$ cat config.mk
export PLATFORM = sky130hd
export DESIGN_NAME = msl_ctrl
export DESIGN_NICKNAME = d
export VERILOG_FILES = /design/src/hdl/msl_pkg.sv /design/src/hdl/msl_ctrl.sv /design/src/hdl/msl_pwm.sv /design/src/hdl/msl_startup.sv
export SDC_FILE = /design/constraint.sdc
export NUM_CORES = 1
export LEC_CHECK = 0
export ABC_AREA = 1
export BUFFER_PORTS_ARGS = -buffer_cell sky130_fd_sc_hd__buf_2
export CELL_PAD_IN_SITES_DETAIL_PLACEMENT = 1
export CELL_PAD_IN_SITES_GLOBAL_PLACEMENT = 2
export CORE_AREA = 2 2 139 141
export CTS_CLUSTER_DIAMETER = 80
export DETAILED_ROUTE_END_ITERATION = 10
export DIE_AREA = 0 0 141 143
export PLACE_DENSITY_LB_ADDON = 0.1
export SLEW_MARGIN = 25
export SYNTH_ARGS = -nofsm -noshare
export SYNTH_HDL_FRONTEND = slang
export SYNTH_SLANG_ARGS = --single-unit
$ cat constraint.sdc
create_clock -name hclk -period 3.28 [get_ports hclk]
set_input_delay 0.328 -clock hclk [delete_from_list [all_inputs] [get_ports hclk]]
set_output_delay 0.328 -clock hclk [all_outputs]
set_load 0.01 [all_outputs]
$ cat src/hdl/msl_pkg.sv
// Package for the monitor run/lock control block.
// Assumes a single 100 MHz clock domain and an AHB-Lite register bus.
package msl_pkg;

    // ========================================================
    // Register map (byte addresses, word aligned)
    localparam logic [7:0] ADDR_RUN_CTRL = 8'h00;
    localparam logic [7:0] ADDR_LIMIT = 8'h04;
    localparam logic [7:0] ADDR_MAN_DUTY = 8'h08;
    localparam logic [7:0] ADDR_CUR_DUTY = 8'h0c;
    localparam logic [7:0] ADDR_STATUS = 8'h10;
    localparam logic [7:0] ADDR_TACH = 8'h14;
    localparam logic [7:0] ADDR_READING = 8'h18;
    localparam logic [7:0] ADDR_EVENT_IN = 8'h1c;

    // ========================================================
    // Run control fields
    localparam int BIT_RUN = 0;
    localparam int BIT_FREEZE = 1;
    localparam int BIT_READY = 2;
    localparam int BIT_FORCE = 3;
    localparam logic [7:0] RUN_CTRL_RST = 8'h00;

    // ========================================================
    // Reset values and defaults
    localparam logic [7:0] LIMIT_RST = 8'h00;
    localparam logic [7:0] DEFAULT_LIMIT = 8'h7f;
    localparam logic [7:0] DUTY_FULL = 8'hff;
    localparam logic [7:0] DUTY_RST = 8'h00;
    localparam logic [7:0] PWM_PERIOD_LAST = 8'hff;

    // ========================================================
    // Timing
    localparam int CLK_MHZ = 100;
    localparam int STARTUP_MS = 82;
    localparam int STARTUP_CYC = STARTUP_MS * 1000 * CLK_MHZ;
    localparam int STARTUP_W = 24;

    typedef struct packed {
        logic run;
        logic freeze;
        logic force_full;
        logic manual;
    } msl_ctrl_t;

endpackage : msl_pkg

$ cat src/hdl/msl_ctrl.sv
// Monitor run/lock control register bank with AHB-Lite slave.
// Assumes one AHB-Lite master, single word transfers, hclk at 100 MHz.
// Summary of operation
// RL1 - Setting run starts monitoring and PWM control from programmed values.
// RL2 - Measurement registers other than tach do not update before run is set.
// RL3 - Run at zero uses built-in default limits, not programmed ones.
// RL4 - Changing run leaves limit and parameter registers untouched.
// RL5 - Once freeze is set, writes to run are ignored.
// RL6 - Run at zero drives full duty: 255 clocks high, 1 low.
// RL7 - Freeze makes limit and parameter registers read-only until power-off.
// RL8 - Freeze is sticky; writes cannot clear it.
// RL9 - Ready flag is read-only and always reads one.
// RL10 - Force bit drives all PWM outputs to full duty regardless of freeze.
// RL11 - Readings are invalid for up to 82 ms after run is set.
// RL12 - Run at zero: no limit monitoring, readings not valid.
// RL13 - Tachometer readings always report measured timing, even with run zero.
// RL14 - Event status bits set only while run is one.
// RL15 - Run alone never blocks limit or parameter writes.
// RL16 - Software should program limits before setting run.
// RL17 - Bits 4 to 7 read zero and ignore writes.
// RL18 - Run zero and not manual: duty register reads all ones.
// RL19 - Force takes priority over automatic and manual duty.
`timescale 1ns/100ps
module msl_ctrl #(
    parameter int STARTUP_CYC = msl_pkg::STARTUP_CYC
) (
    input wire logic hclk, // Clock
    input wire logic hresetn, // Async reset, active low
    input wire logic hsel, // Slave select
    input wire logic [31:0] haddr, // Address
    input wire logic [1:0] htrans, // Transfer type
    input wire logic hwrite, // Write
    input wire logic [2:0] hsize, // Size
    input wire logic [31:0] hwdata, // Write data
    input wire logic hready, // Bus ready
    output logic [31:0] hrdata, // Read data
    output logic hreadyout, // Slave ready
    output logic hresp, // Response
    input wire logic [15:0] tach_count, // Measured tach period
    input wire logic [7:0] meas_value, // Measured value
    input wire logic meas_strobe, // New measurement
    input wire logic [7:0] auto_duty, // Automatic fan duty
    input wire logic [7:0] event_raw, // Raw limit violations
    output logic pwm_out_q, // PWM pin
    output logic monitor_en_q, // Monitoring active
    output logic [7:0] limit_eff_q, // Limit in use
    output logic readings_valid_q // Readings valid
);
    // ========================================================
    // Bus address phase capture
    logic wr_pend_q;
    logic rd_pend_q;
    logic [7:0] addr_q;
    logic [31:0] hrdata_q;
    logic access;

    assign access = hsel && hready && htrans[1];
    assign hreadyout = 1'b1;
    assign hresp = 1'b0;
    assign hrdata = hrdata_q;

    always_ff @(posedge hclk or negedge hresetn)
    begin
        if (!hresetn)
        begin
            wr_pend_q <= 1'b0;
            rd_pend_q <= 1'b0;
            addr_q <= 8'h00;
        end
        else if (hready)
        begin
            wr_pend_q <= access && hwrite;
            rd_pend_q <= access && !hwrite;
            addr_q <= haddr[7:0];
        end
    end

    function automatic logic is_wr(input logic pend, input logic [7:0] a,
                                   input logic [7:0] want);
        return pend && (a == want);
    endfunction : is_wr

    // ========================================================
    // Control bits
    logic run_q;
    logic freeze_q;
    logic force_q;
    logic manual_q;
    logic [7:0] limit_q;
    logic [7:0] man_duty_q;
    msl_pkg::msl_ctrl_t ctrl;

    assign ctrl = '{run: run_q, freeze: freeze_q, force_full: force_q,
                    manual: manual_q};

    always_ff @(posedge hclk or negedge hresetn)
    begin
        if (!hresetn)
            run_q <= msl_pkg::RUN_CTRL_RST[msl_pkg::BIT_RUN];
        else if (is_wr(wr_pend_q, addr_q, msl_pkg::ADDR_RUN_CTRL) &&
                 !freeze_q)
            run_q <= hwdata[msl_pkg::BIT_RUN]; // [RL5]
    end

    always_ff @(posedge hclk or negedge hresetn)
    begin
        if (!hresetn)
            freeze_q <= msl_pkg::RUN_CTRL_RST[msl_pkg::BIT_FREEZE];
        else if (is_wr(wr_pend_q, addr_q, msl_pkg::ADDR_RUN_CTRL) &&
                 hwdata[msl_pkg::BIT_FREEZE])
            freeze_q <= 1'b1; // [RL8]
    end

    // Force stays writable after freeze, so a hot system can still go full
    always_ff @(posedge hclk or negedge hresetn)
    begin
        if (!hresetn)
            force_q <= msl_pkg::RUN_CTRL_RST[msl_pkg::BIT_FORCE];
        else if (is_wr(wr_pend_q, addr_q, msl_pkg::ADDR_RUN_CTRL))
            force_q <= hwdata[msl_pkg::BIT_FORCE]; // [RL10]
    end

    // Limit and manual duty are frozen only by freeze, never by run
    always_ff @(posedge hclk or negedge hresetn)
    begin
        if (!hresetn)
            limit_q <= msl_pkg::LIMIT_RST;
        else if (is_wr(wr_pend_q, addr_q, msl_pkg::ADDR_LIMIT) &&
                 !freeze_q)
            limit_q <= hwdata[7:0]; // [RL7] [RL15] [RL4]
    end

    always_ff @(posedge hclk or negedge hresetn)
    begin
        if (!hresetn)
        begin
            man_duty_q <= msl_pkg::DUTY_RST;
            manual_q <= 1'b0;
        end
        else if (is_wr(wr_pend_q, addr_q, msl_pkg::ADDR_MAN_DUTY) &&
                 !freeze_q)
        begin
            man_duty_q <= hwdata[7:0]; // [RL7]
            manual_q <= hwdata[8];
        end
    end

    // ========================================================
    // Effective limit and monitoring
    always_ff @(posedge hclk or negedge hresetn)
    begin
        if (!hresetn)
        begin
            limit_eff_q <= msl_pkg::DEFAULT_LIMIT;
            monitor_en_q <= 1'b0;
        end
        else
        begin
            limit_eff_q <= ctrl.run ? limit_q
                                    : msl_pkg::DEFAULT_LIMIT; // [RL1] [RL3]
            monitor_en_q <= ctrl.run; // [RL12] [RL1]
        end
    end

    // ========================================================
    // Reading, tach and event status
    logic [7:0] reading_q;
    logic [15:0] tach_q;
    logic [7:0] status_q;
    logic status_rd;

    always_ff @(posedge hclk or negedge hresetn)
    begin
        if (!hresetn)
            reading_q <= 8'h00;
        else if (meas_strobe && ctrl.run)
            reading_q <= meas_value; // [RL2]
    end

    always_ff @(posedge hclk or negedge hresetn)
    begin
        if (!hresetn)
            tach_q <= 16'h0000;
        else
            tach_q <= tach_count; // [RL13]
    end

    assign status_rd = is_wr(rd_pend_q, addr_q, msl_pkg::ADDR_STATUS);

    // Set wins over read-clear, so an event in the clearing cycle stays
    always_ff @(posedge hclk or negedge hresetn)
    begin
        if (!hresetn)
            status_q <= 8'h00;
        else
            status_q <= (status_rd ? 8'h00 : status_q) |
                        (ctrl.run ? event_raw : 8'h00); // [RL14]
    end

    // ========================================================
    // PWM duty selection
    logic [7:0] duty_sel;
    logic [7:0] duty_now;
    logic [7:0] cur_duty_rd;

    always_comb
    begin
        if (ctrl.force_full || !ctrl.run)
            duty_sel = msl_pkg::DUTY_FULL; // [RL19] [RL10] [RL6]
        else if (ctrl.manual)
            duty_sel = man_duty_q;
        else
            duty_sel = auto_duty;
    end

    msl_pwm u_pwm (
        .hclk(hclk),
        .hresetn(hresetn),
        .duty(duty_sel),
        .pwm_q(pwm_out_q),
        .duty_q(duty_now)
    );

    msl_startup #(.STARTUP_CYC(STARTUP_CYC)) u_startup (
        .hclk(hclk),
        .hresetn(hresetn),
        .run(run_q),
        .valid_q(readings_valid_q)
    );

    assign cur_duty_rd = (!ctrl.run && !ctrl.manual) ? msl_pkg::DUTY_FULL
                                                     : duty_now; // [RL18]

    // ========================================================
    // Read data
    logic [31:0] rd_mux;

    always_comb
    begin
        rd_mux = 32'h00000000;
        unique case (haddr[7:0])
            msl_pkg::ADDR_RUN_CTRL:
            begin
                rd_mux[msl_pkg::BIT_RUN] = run_q;
                rd_mux[msl_pkg::BIT_FREEZE] = freeze_q;
                rd_mux[msl_pkg::BIT_READY] = 1'b1; // [RL9] [RL17]
                rd_mux[msl_pkg::BIT_FORCE] = force_q;
            end
            msl_pkg::ADDR_LIMIT: rd_mux[7:0] = limit_q;
            msl_pkg::ADDR_MAN_DUTY: rd_mux[8:0] = {manual_q, man_duty_q};
            msl_pkg::ADDR_CUR_DUTY: rd_mux[7:0] = cur_duty_rd;
            msl_pkg::ADDR_STATUS: rd_mux[7:0] = status_q;
            msl_pkg::ADDR_TACH: rd_mux[15:0] = tach_q;
            msl_pkg::ADDR_READING: rd_mux[8:0] = {readings_valid_q, reading_q};
            default: rd_mux = 32'h00000000;
        endcase
    end

    always_ff @(posedge hclk or negedge hresetn)
    begin
        if (!hresetn)
            hrdata_q <= 32'h00000000;
        else if (access && !hwrite)
            hrdata_q <= rd_mux;
    end

    // ========================================================
    // Checks
    // Cycles spent stopped, saturating; spans two PWM periods
    logic [8:0] stop_cnt_q;

    always_ff @(posedge hclk or negedge hresetn)
    begin
        if (!hresetn)
            stop_cnt_q <= 9'h000;
        else if (run_q)
            stop_cnt_q <= 9'h000;
        else if (stop_cnt_q != 9'h1ff)
            stop_cnt_q <= stop_cnt_q + 9'h001;
    end
endmodule : msl_ctrl

$ cat src/hdl/msl_pwm.sv
// PWM generator: 256 clocks per period, duty 8'hff gives 255 high, 1 low.
// Assumes duty is sampled at the start of each period.
`timescale 1ns/100ps
module msl_pwm (
    input wire logic hclk, // Clock
    input wire logic hresetn, // Async reset, active low
    input wire logic [7:0] duty, // Requested duty
    output logic pwm_q, // PWM out
    output logic [7:0] duty_q // Duty in force this period
);
    logic [7:0] cnt_q;

    always_ff @(posedge hclk or negedge hresetn)
    begin
        if (!hresetn)
            cnt_q <= 8'h00;
        else
            cnt_q <= cnt_q + 8'h01;
    end

    // Latch duty at period start to avoid glitches
    always_ff @(posedge hclk or negedge hresetn)
    begin
        if (!hresetn)
            duty_q <= msl_pkg::DUTY_FULL;
        else if (cnt_q == msl_pkg::PWM_PERIOD_LAST)
            duty_q <= duty;
    end

    always_ff @(posedge hclk or negedge hresetn)
    begin
        if (!hresetn)
            pwm_q <= 1'b0;
        else
            pwm_q <= (cnt_q < duty_q);
    end
endmodule : msl_pwm

$ cat src/hdl/msl_startup.sv
// Start-up timer: readings are invalid for a while after run is set.
// Assumes run comes from a register on the same clock.
`timescale 1ns/100ps
module msl_startup #(
    parameter int STARTUP_CYC = msl_pkg::STARTUP_CYC
) (
    input wire logic hclk, // Clock
    input wire logic hresetn, // Async reset, active low
    input wire logic run, // Run enable
    output logic valid_q // Readings valid
);
    localparam logic [23:0] LAST = 24'(STARTUP_CYC - 1);
    logic [23:0] cnt_q;

    always_ff @(posedge hclk or negedge hresetn)
    begin
        if (!hresetn)
            cnt_q <= 24'h000000;
        else if (!run)
            cnt_q <= 24'h000000;
        else if (!valid_q)
            cnt_q <= cnt_q + 24'h000001; // [RL11]
    end

    always_ff @(posedge hclk or negedge hresetn)
    begin
        if (!hresetn)
            valid_q <= 1'b0;
        else if (!run)
            valid_q <= 1'b0; // [RL12]
        else if (cnt_q == LAST)
            valid_q <= 1'b1; // [RL11]
    end
endmodule : msl_startup

==> impl_metrics.toml, run 1 <==
[run_status]
status = "finished clean"

[critical_path]
cp.arrival_ns = 2.04
cpPeakStageDelay_ns = 0.52
cp_data_required_time_ns = 3.59
worst-setup-path-type = "flop to flop"
end_kind = "flop"
cp_cell_sequence = "clkinv_1, nand2_2, nand2_1, nand3_1, nand2_1, nor2_1, nand2_1, nand2_1, nand2_1"
path_common_cell = "nand2_1"
crit_fanout = 11
crit_buf_inv = 1
cp_top_family = "simple AND/OR/NAND/NOR gates"
cp_slowest_cell = "dfrtp_1"
start_kind = "flop"
reg2reg_setup_slack_ns = 1.55

[sta]
finalSetupTns_ns = 0
max_clock_freq_ghz = 0.579
max_slew_margin_pct = 51.8
rsz0062_at_grt = "no"
finalSetupViolCount = 0
finalHoldViolCount = 0
finClkSkew_ns = 0.0237
tightest_slew_ns = 0.722
min_period_ns = 1.73
slew_viol_final = 0
period_share_pct = 52.7

[cells_and_area]
layout-drive-gt1-share_pct = 22.7
largest-register = "u_startup.cnt_q"
mostFrequentLayoutCell = "nand2_1"
fin_area_sq_um = 7480
largest_reg_flops = 24
final_nets = 935
final_cell_mix = "nand2_1, dfrtp_1, buf_2"
areaGrowthSynthToFinish_pct = 20.3
diodes = 0

[routing]
routed_wirelength_um = 17300
vias_per_cell = 4.81
ant_nets = 0
drcViolationCount = 0
first_pass_iters = 4
wl_per_cell_um = 16.4
route.vias.total = 5088
first_iter_violations = 284

[clock_tree]
tritoncts = "built"
cts-resized-gates = 0
root_buffer = "clkbuf_16"
htreeDepth = 4
cts_sinks = 129
path_clk_slew_ns = 0.06
post-cts-setup-buffer-count = 0
cts_buffers = 17
cts_hold_buffers = 12
clockBufferDepth = 2
clock_latency_ns = 0.44

[power_and_ir_drop]
sw_frac_of_total_pct = 24.6
p_comb_share_pct = 5.5
seqPwrFrac_pct = 45.0
p_int_uw = 2780
p_per_area_nw_per_um2 = 493
power_leakage_uw = 0.00373
power.share.clock_pct = 49.5
power_switching_uw = 910
ir_worst_vdd_uv = 359

[global_routing]
antenna_found_initial = 0
overflow = 0
track_usage_pct = 18.2
grt_pass1_vias = 5401
grt_pass1_wl_um = 28400
grt_start_max_net_pins = 76

[floorplan]
ios = 160
die_y_um = 143
die-area_sq_um = 20200
coreArea_sq_um = 18600
std_cell_rows = 50
start_util_pct = 33.5
die_w_um = 141

[synthesis]
synth_cells = 709
ys_warn_count = 0
synth_seq_cells = 129
syn_area_sq_um = 6220
synth-seq-area-share_pct = 52.2
yosysUniqueCellTypes = 44
syn_avg_cell_area_sq_um = 8.77

[placed_design]
hpwl_um = 12600
dpl_cell_area_sq_um = 6790
place_congestion = 0.815
port_buffers = 90

[job]
drv_cap = 0

[hold_path]
hold_path.class = "input port to flop"
## per-layer routing
layer / track usage [%] / part of all wire (%) / up-vias
met5: 0 / 0 / -
met4: 6.32 / 0.99 / 0
met3: 3.15 / 3.9 / 17
met2: 29.1 / 47 / 113
met1: 25.0 / 48 / 2479
li1: - / - / 2479
## worst register-to-register path: stages (launching register included)
cell      delay (ns)
dfrtp_1         0.52
clkinv_1        0.31
nand2_2         0.22
nand2_1         0.14
nand3_1         0.11
nand2_1         0.05
nor2_1          0.09
nand2_1         0.05
nand2_1         0.07
nand2_1         0.05
## synthesized netlist by cell type, drive strengths merged
library cell  instances  area (sq um)
o211ai                2          15.0
nand3b                2          27.5
a22o                 15           131
nor2                 90           393
a21boi                1          7.51
xor2                  4          35.0
o21a                  2          15.0
a2bb2oi               1          8.76
and2                  1          8.76
nor3                  8          56.3
ha                    9           113
xnor2                 2          17.5
clkbuf                7          27.5
a21oi                25           125
a41oi                 1          8.76
dfrtp               114          2850
nand4                 7          43.8
o22ai                 1          6.26
and3                  1          6.26
inv                  61           229
conb                  2          7.51
or2                   7          43.8
mux2                  7          78.8
o21ai                43           253
dfstp                15           394
nand2               172           658
clkinv                2          7.51
nand3                76           403
buf                  30           239
nor4                  1          6.26
## power by group through the flow
| stage | Sequential (uW) | Combinational [uW] | Clock [uW] |
|---|---|---|---|
| 2_1_floorplan | 1690 | 97.8 | 0 |
| 3_3_place_gp | 1690 | 191 | 0 |
| 3_5_place_dp | 1690 | 198 | 0 |
| 4_1_cts | 1660 | 209 | 1880 |
| 5_1_grt | 1660 | 231 | 1950 |
| 6_report | 1660 | 202 | 1830 |
## metrics by stage
step	total power, uW	setup WS (ns)	util, %	instances	hold slack, ns
final	3690	1.55	40.2	1058	0.0155
after global routing	3850	1.31	40.2	1058	0.00416
after CTS	3750	1.52	40.2	1058	0.00162
after detailed placement	1890	1.11	36.5	1014	0.431
after global placement	1880	1.19	36.5	1014	0.422
after floorplan	1780	1.93	-	725	0.0324
## path summary, 6_finish.rpt
check / depth (start not counted) / endpoint / startpoint
max: 9 / hrdata[1] / manual_q
min: 1 / tach_q[6] / tach_count[6]
max reg2reg: 9 / hrdata[1] / manual_q
min reg2reg: 1 / hrdata[14] / tach_q[14]
max in group asynchronous: 3 / u_pwm.duty_q[1] / hresetn
min in group asynchronous: 2 / run_q / hresetn
## cell type report
cell class              count  area, sq um
flip-flops and latches    129         3250
inverters                  63          236
repair buffers            104          604
fillers                  2214        11100
multi-input cells         496         2530
clock buffers              18          439
well taps                 234          293
clock inverters            14          130
## logic make-up after synthesis
| kind of cell | share of synthesized area [%] |
|---|---|
| and+or+nand+nor | 26.5 |
| xor gates and xnor gates | 0.845 |
| AOI/OAI and AO/OA | 9.17 |
| other | 0.121 |
| adders and majority gates | 1.81 |
| muxes | 1.27 |
| DFF | 52.2 |
| buffers and inverters | 8.09 |
(Power assumes the default switching activity.)
==> run 2: changes to the inputs <==
--- a/config.mk
+++ b/config.mk
@@ -9,10 +9,10 @@
 export BUFFER_PORTS_ARGS = -buffer_cell sky130_fd_sc_hd__buf_2
 export CELL_PAD_IN_SITES_DETAIL_PLACEMENT = 1
 export CELL_PAD_IN_SITES_GLOBAL_PLACEMENT = 2
-export CORE_AREA = 2 2 139 141
+export CORE_AREA = 2 2 145 147
 export CTS_CLUSTER_DIAMETER = 80
 export DETAILED_ROUTE_END_ITERATION = 10
-export DIE_AREA = 0 0 141 143
+export DIE_AREA = 0 0 147 149
 export PLACE_DENSITY_LB_ADDON = 0.1
 export SLEW_MARGIN = 25
 export SYNTH_ARGS = -nofsm -noshare
==> constraint.sdc (replaced) <==
create_clock -name hclk -period 1.7 [get_ports hclk]
set_input_delay 0.17 -clock hclk [delete_from_list [all_inputs] [get_ports hclk]]
set_output_delay 0.17 -clock hclk [all_outputs]
set_load 0.01 [all_outputs]
==> run 2 against run 1 <==
Compared with the run above:
- highest routed layer unchanged
- register-to-register slack worse by 1.4 ns
- cell area is 6.6% higher
- worst hold slack worse by 0.0076 ns
- first-iteration DRC count is 42% lower
- global-route usage is 0.89 points lower
- core utilization is 1.5 points lower
- power is 100% higher
==> impl_metrics.toml, run 2 (synthesis gave the netlist of run 1 again) <==
[run_status]
status = "finished clean"

[sta]
min_period_ns = 1.59
finClkSkew_ns = 0.00759
tightest_slew_ns = 0.529
finalSetupTns_ns = 0
finalSetupViolCount = 0
slew_viol_final = 0
hold_slack_ns = 0.00792
max_slew_margin_pct = 64.6
period_share_pct = 93.4
max_clock_freq_ghz = 0.630
rsz0062_at_grt = "yes"
finalHoldViolCount = 0

[global_routing]
grt_pass1_wl_um = 29300
grt_pass1_vias = 5555
antenna_found_initial = 0
track_usage_pct = 17.3
grt_start_max_net_pins = 52
overflow = 0

[critical_path]
cp.arrival_ns = 1.90
cp_data_required_time_ns = 2.01
worst-setup-path-type = "flop to flop"
path_common_cell = "nand2_1"
cpPeakStageDelay_ns = 0.40
cp_slowest_cell = "dfrtp_1"
end_kind = "flop"
cp_top_family = "simple AND/OR/NAND/NOR gates"
crit_buf_inv = 1
cp_cell_sequence = "ha_2, nand3_1, inv_1, nand2_1, nor2_1, nand2_1, nor2_1, nand2_1, nand2_1, nor2_1"
crit_fanout = 4
start_kind = "flop"

[power_and_ir_drop]
ir_worst_vdd_uv = 624
p_per_area_nw_per_um2 = 936
power_leakage_uw = 0.00394

[routing]
route.vias.total = 5228
wl_per_cell_um = 15.9
drcViolationCount = 0
first_pass_iters = 4
ant_nets = 0
first_iter_violations = 166
routed_wirelength_um = 18000
vias_per_cell = 4.59

[clock_tree]
cts_sinks = 129
htreeDepth = 4
clockBufferDepth = 2
tritoncts = "built"
cts_buffers = 17
post-cts-setup-buffer-count = 0
path_clk_slew_ns = 0.06
root_buffer = "clkbuf_16"
clock_latency_ns = 0.42

[floorplan]
coreArea_sq_um = 20600
std_cell_rows = 53
ios = 160
die_w_um = 147
die_y_um = 149
die-area_sq_um = 21900
start_util_pct = 30.2

[cells_and_area]
final_nets = 974
diodes = 0
final_cell_mix = "nand2_1, dfrtp_1, buf_2"
areaGrowthSynthToFinish_pct = 28.2
mostFrequentLayoutCell = "nand2_1"
fill_cells = 2432
largest-register = "u_startup.cnt_q"
largest_reg_flops = 24
layout-drive-gt1-share_pct = 24.3

[placed_design]
place_congestion = 0.836
hpwl_um = 13500
port_buffers = 90

[hold_path]
hold_path.class = "input port to flop"

[job]
drv_cap = 0
==> run 2: cell type report <==
| type | instances | area, sq um | area share (%) |
|---|---|---|---|
| sequential | 129 | 3250 | 40.7 |
| inverter | 63 | 236 | 2.97 |
| tap | 275 | 344 | 4.32 |
| clock buffer | 18 | 429 | 5.38 |
| timing repair buffer | 143 | 991 | 12.4 |
| clock inverter | 14 | 183 | 2.29 |
| multi-input combinational | 496 | 2540 | 31.9 |
==> run 2: layer usage <==
| metal | up-vias | global-route usage, % | wire length, um |
|---|---|---|---|
| met5 | - | 0 | 0 |
| met4 | 0 | 4.57 | 233 |
| met3 | 18 | 3.39 | 557 |
| met2 | 75 | 28.3 | 8570 |
| met1 | 2579 | 23.7 | 8690 |
| li1 | 2556 | - | - |
==> run 2: worst reg2reg max path, stage by stage (launching register included) <==
cell and delay, ns:
dfrtp_1 0.40, ha_2 0.21, nand3_1 0.13, inv_1 0.08, nand2_1 0.14, nor2_1 0.13, nand2_1 0.09, nor2_1 0.14
nand2_1 0.06, nand2_1 0.06, nor2_1 0.04
==> run 2: what timing repair did <==
| action | CTS | global route |
|---|---|---|
| endpoints found under the setup margin | 0 | 4 |
| hold buffers | 30 | 1 |
| resized for setup | 0 | 5 |
| endpoints found under the hold margin | 51 | 1 |
==> run 2: path summary, 6_finish.rpt <==
check | from | endpoint | slack (ns) | cells past startpoint
min in group asynchronous | hresetn | u_startup.cnt_q[16] | 0.21 | 2
worst max register to register | u_startup.cnt_q[0] | u_startup.cnt_q[22] | 0.11 | 10
max in group asynchronous | hresetn | limit_eff_q[1] | 0.81 | 3
worst max-delay path | u_startup.cnt_q[0] | u_startup.cnt_q[22] | 0.11 | 10
worst min register to register | tach_q[10] | hrdata[10] | 0.47 | 1
worst min-delay path | event_raw[4] | status_q[4] | 0.008 | 2
==> run 2: through the flow <==
step	total power (uW)	utilization, %	setup WS [ns]	instance area [sq um]	cells
finish	7460	38.8	0.112	7970	1138
floorplan	3440	-	0.349	6280	725
detailed placement	3660	34.2	0.0893	7040	1075
global placement	3640	34.2	0.170	7040	1075
global route	7790	38.8	0.000560	7970	1138
CTS	7560	38.7	0.0765	7950	1137
==> run 2: report_power, final <==
| group | switching, uW | internal (uW) | total [uW] |
|---|---|---|---|
| combinational | 255 | 188 | 443 |
| sequential | 47.6 | 3160 | 3200 |
| clock | 1480 | 2330 | 3810 |
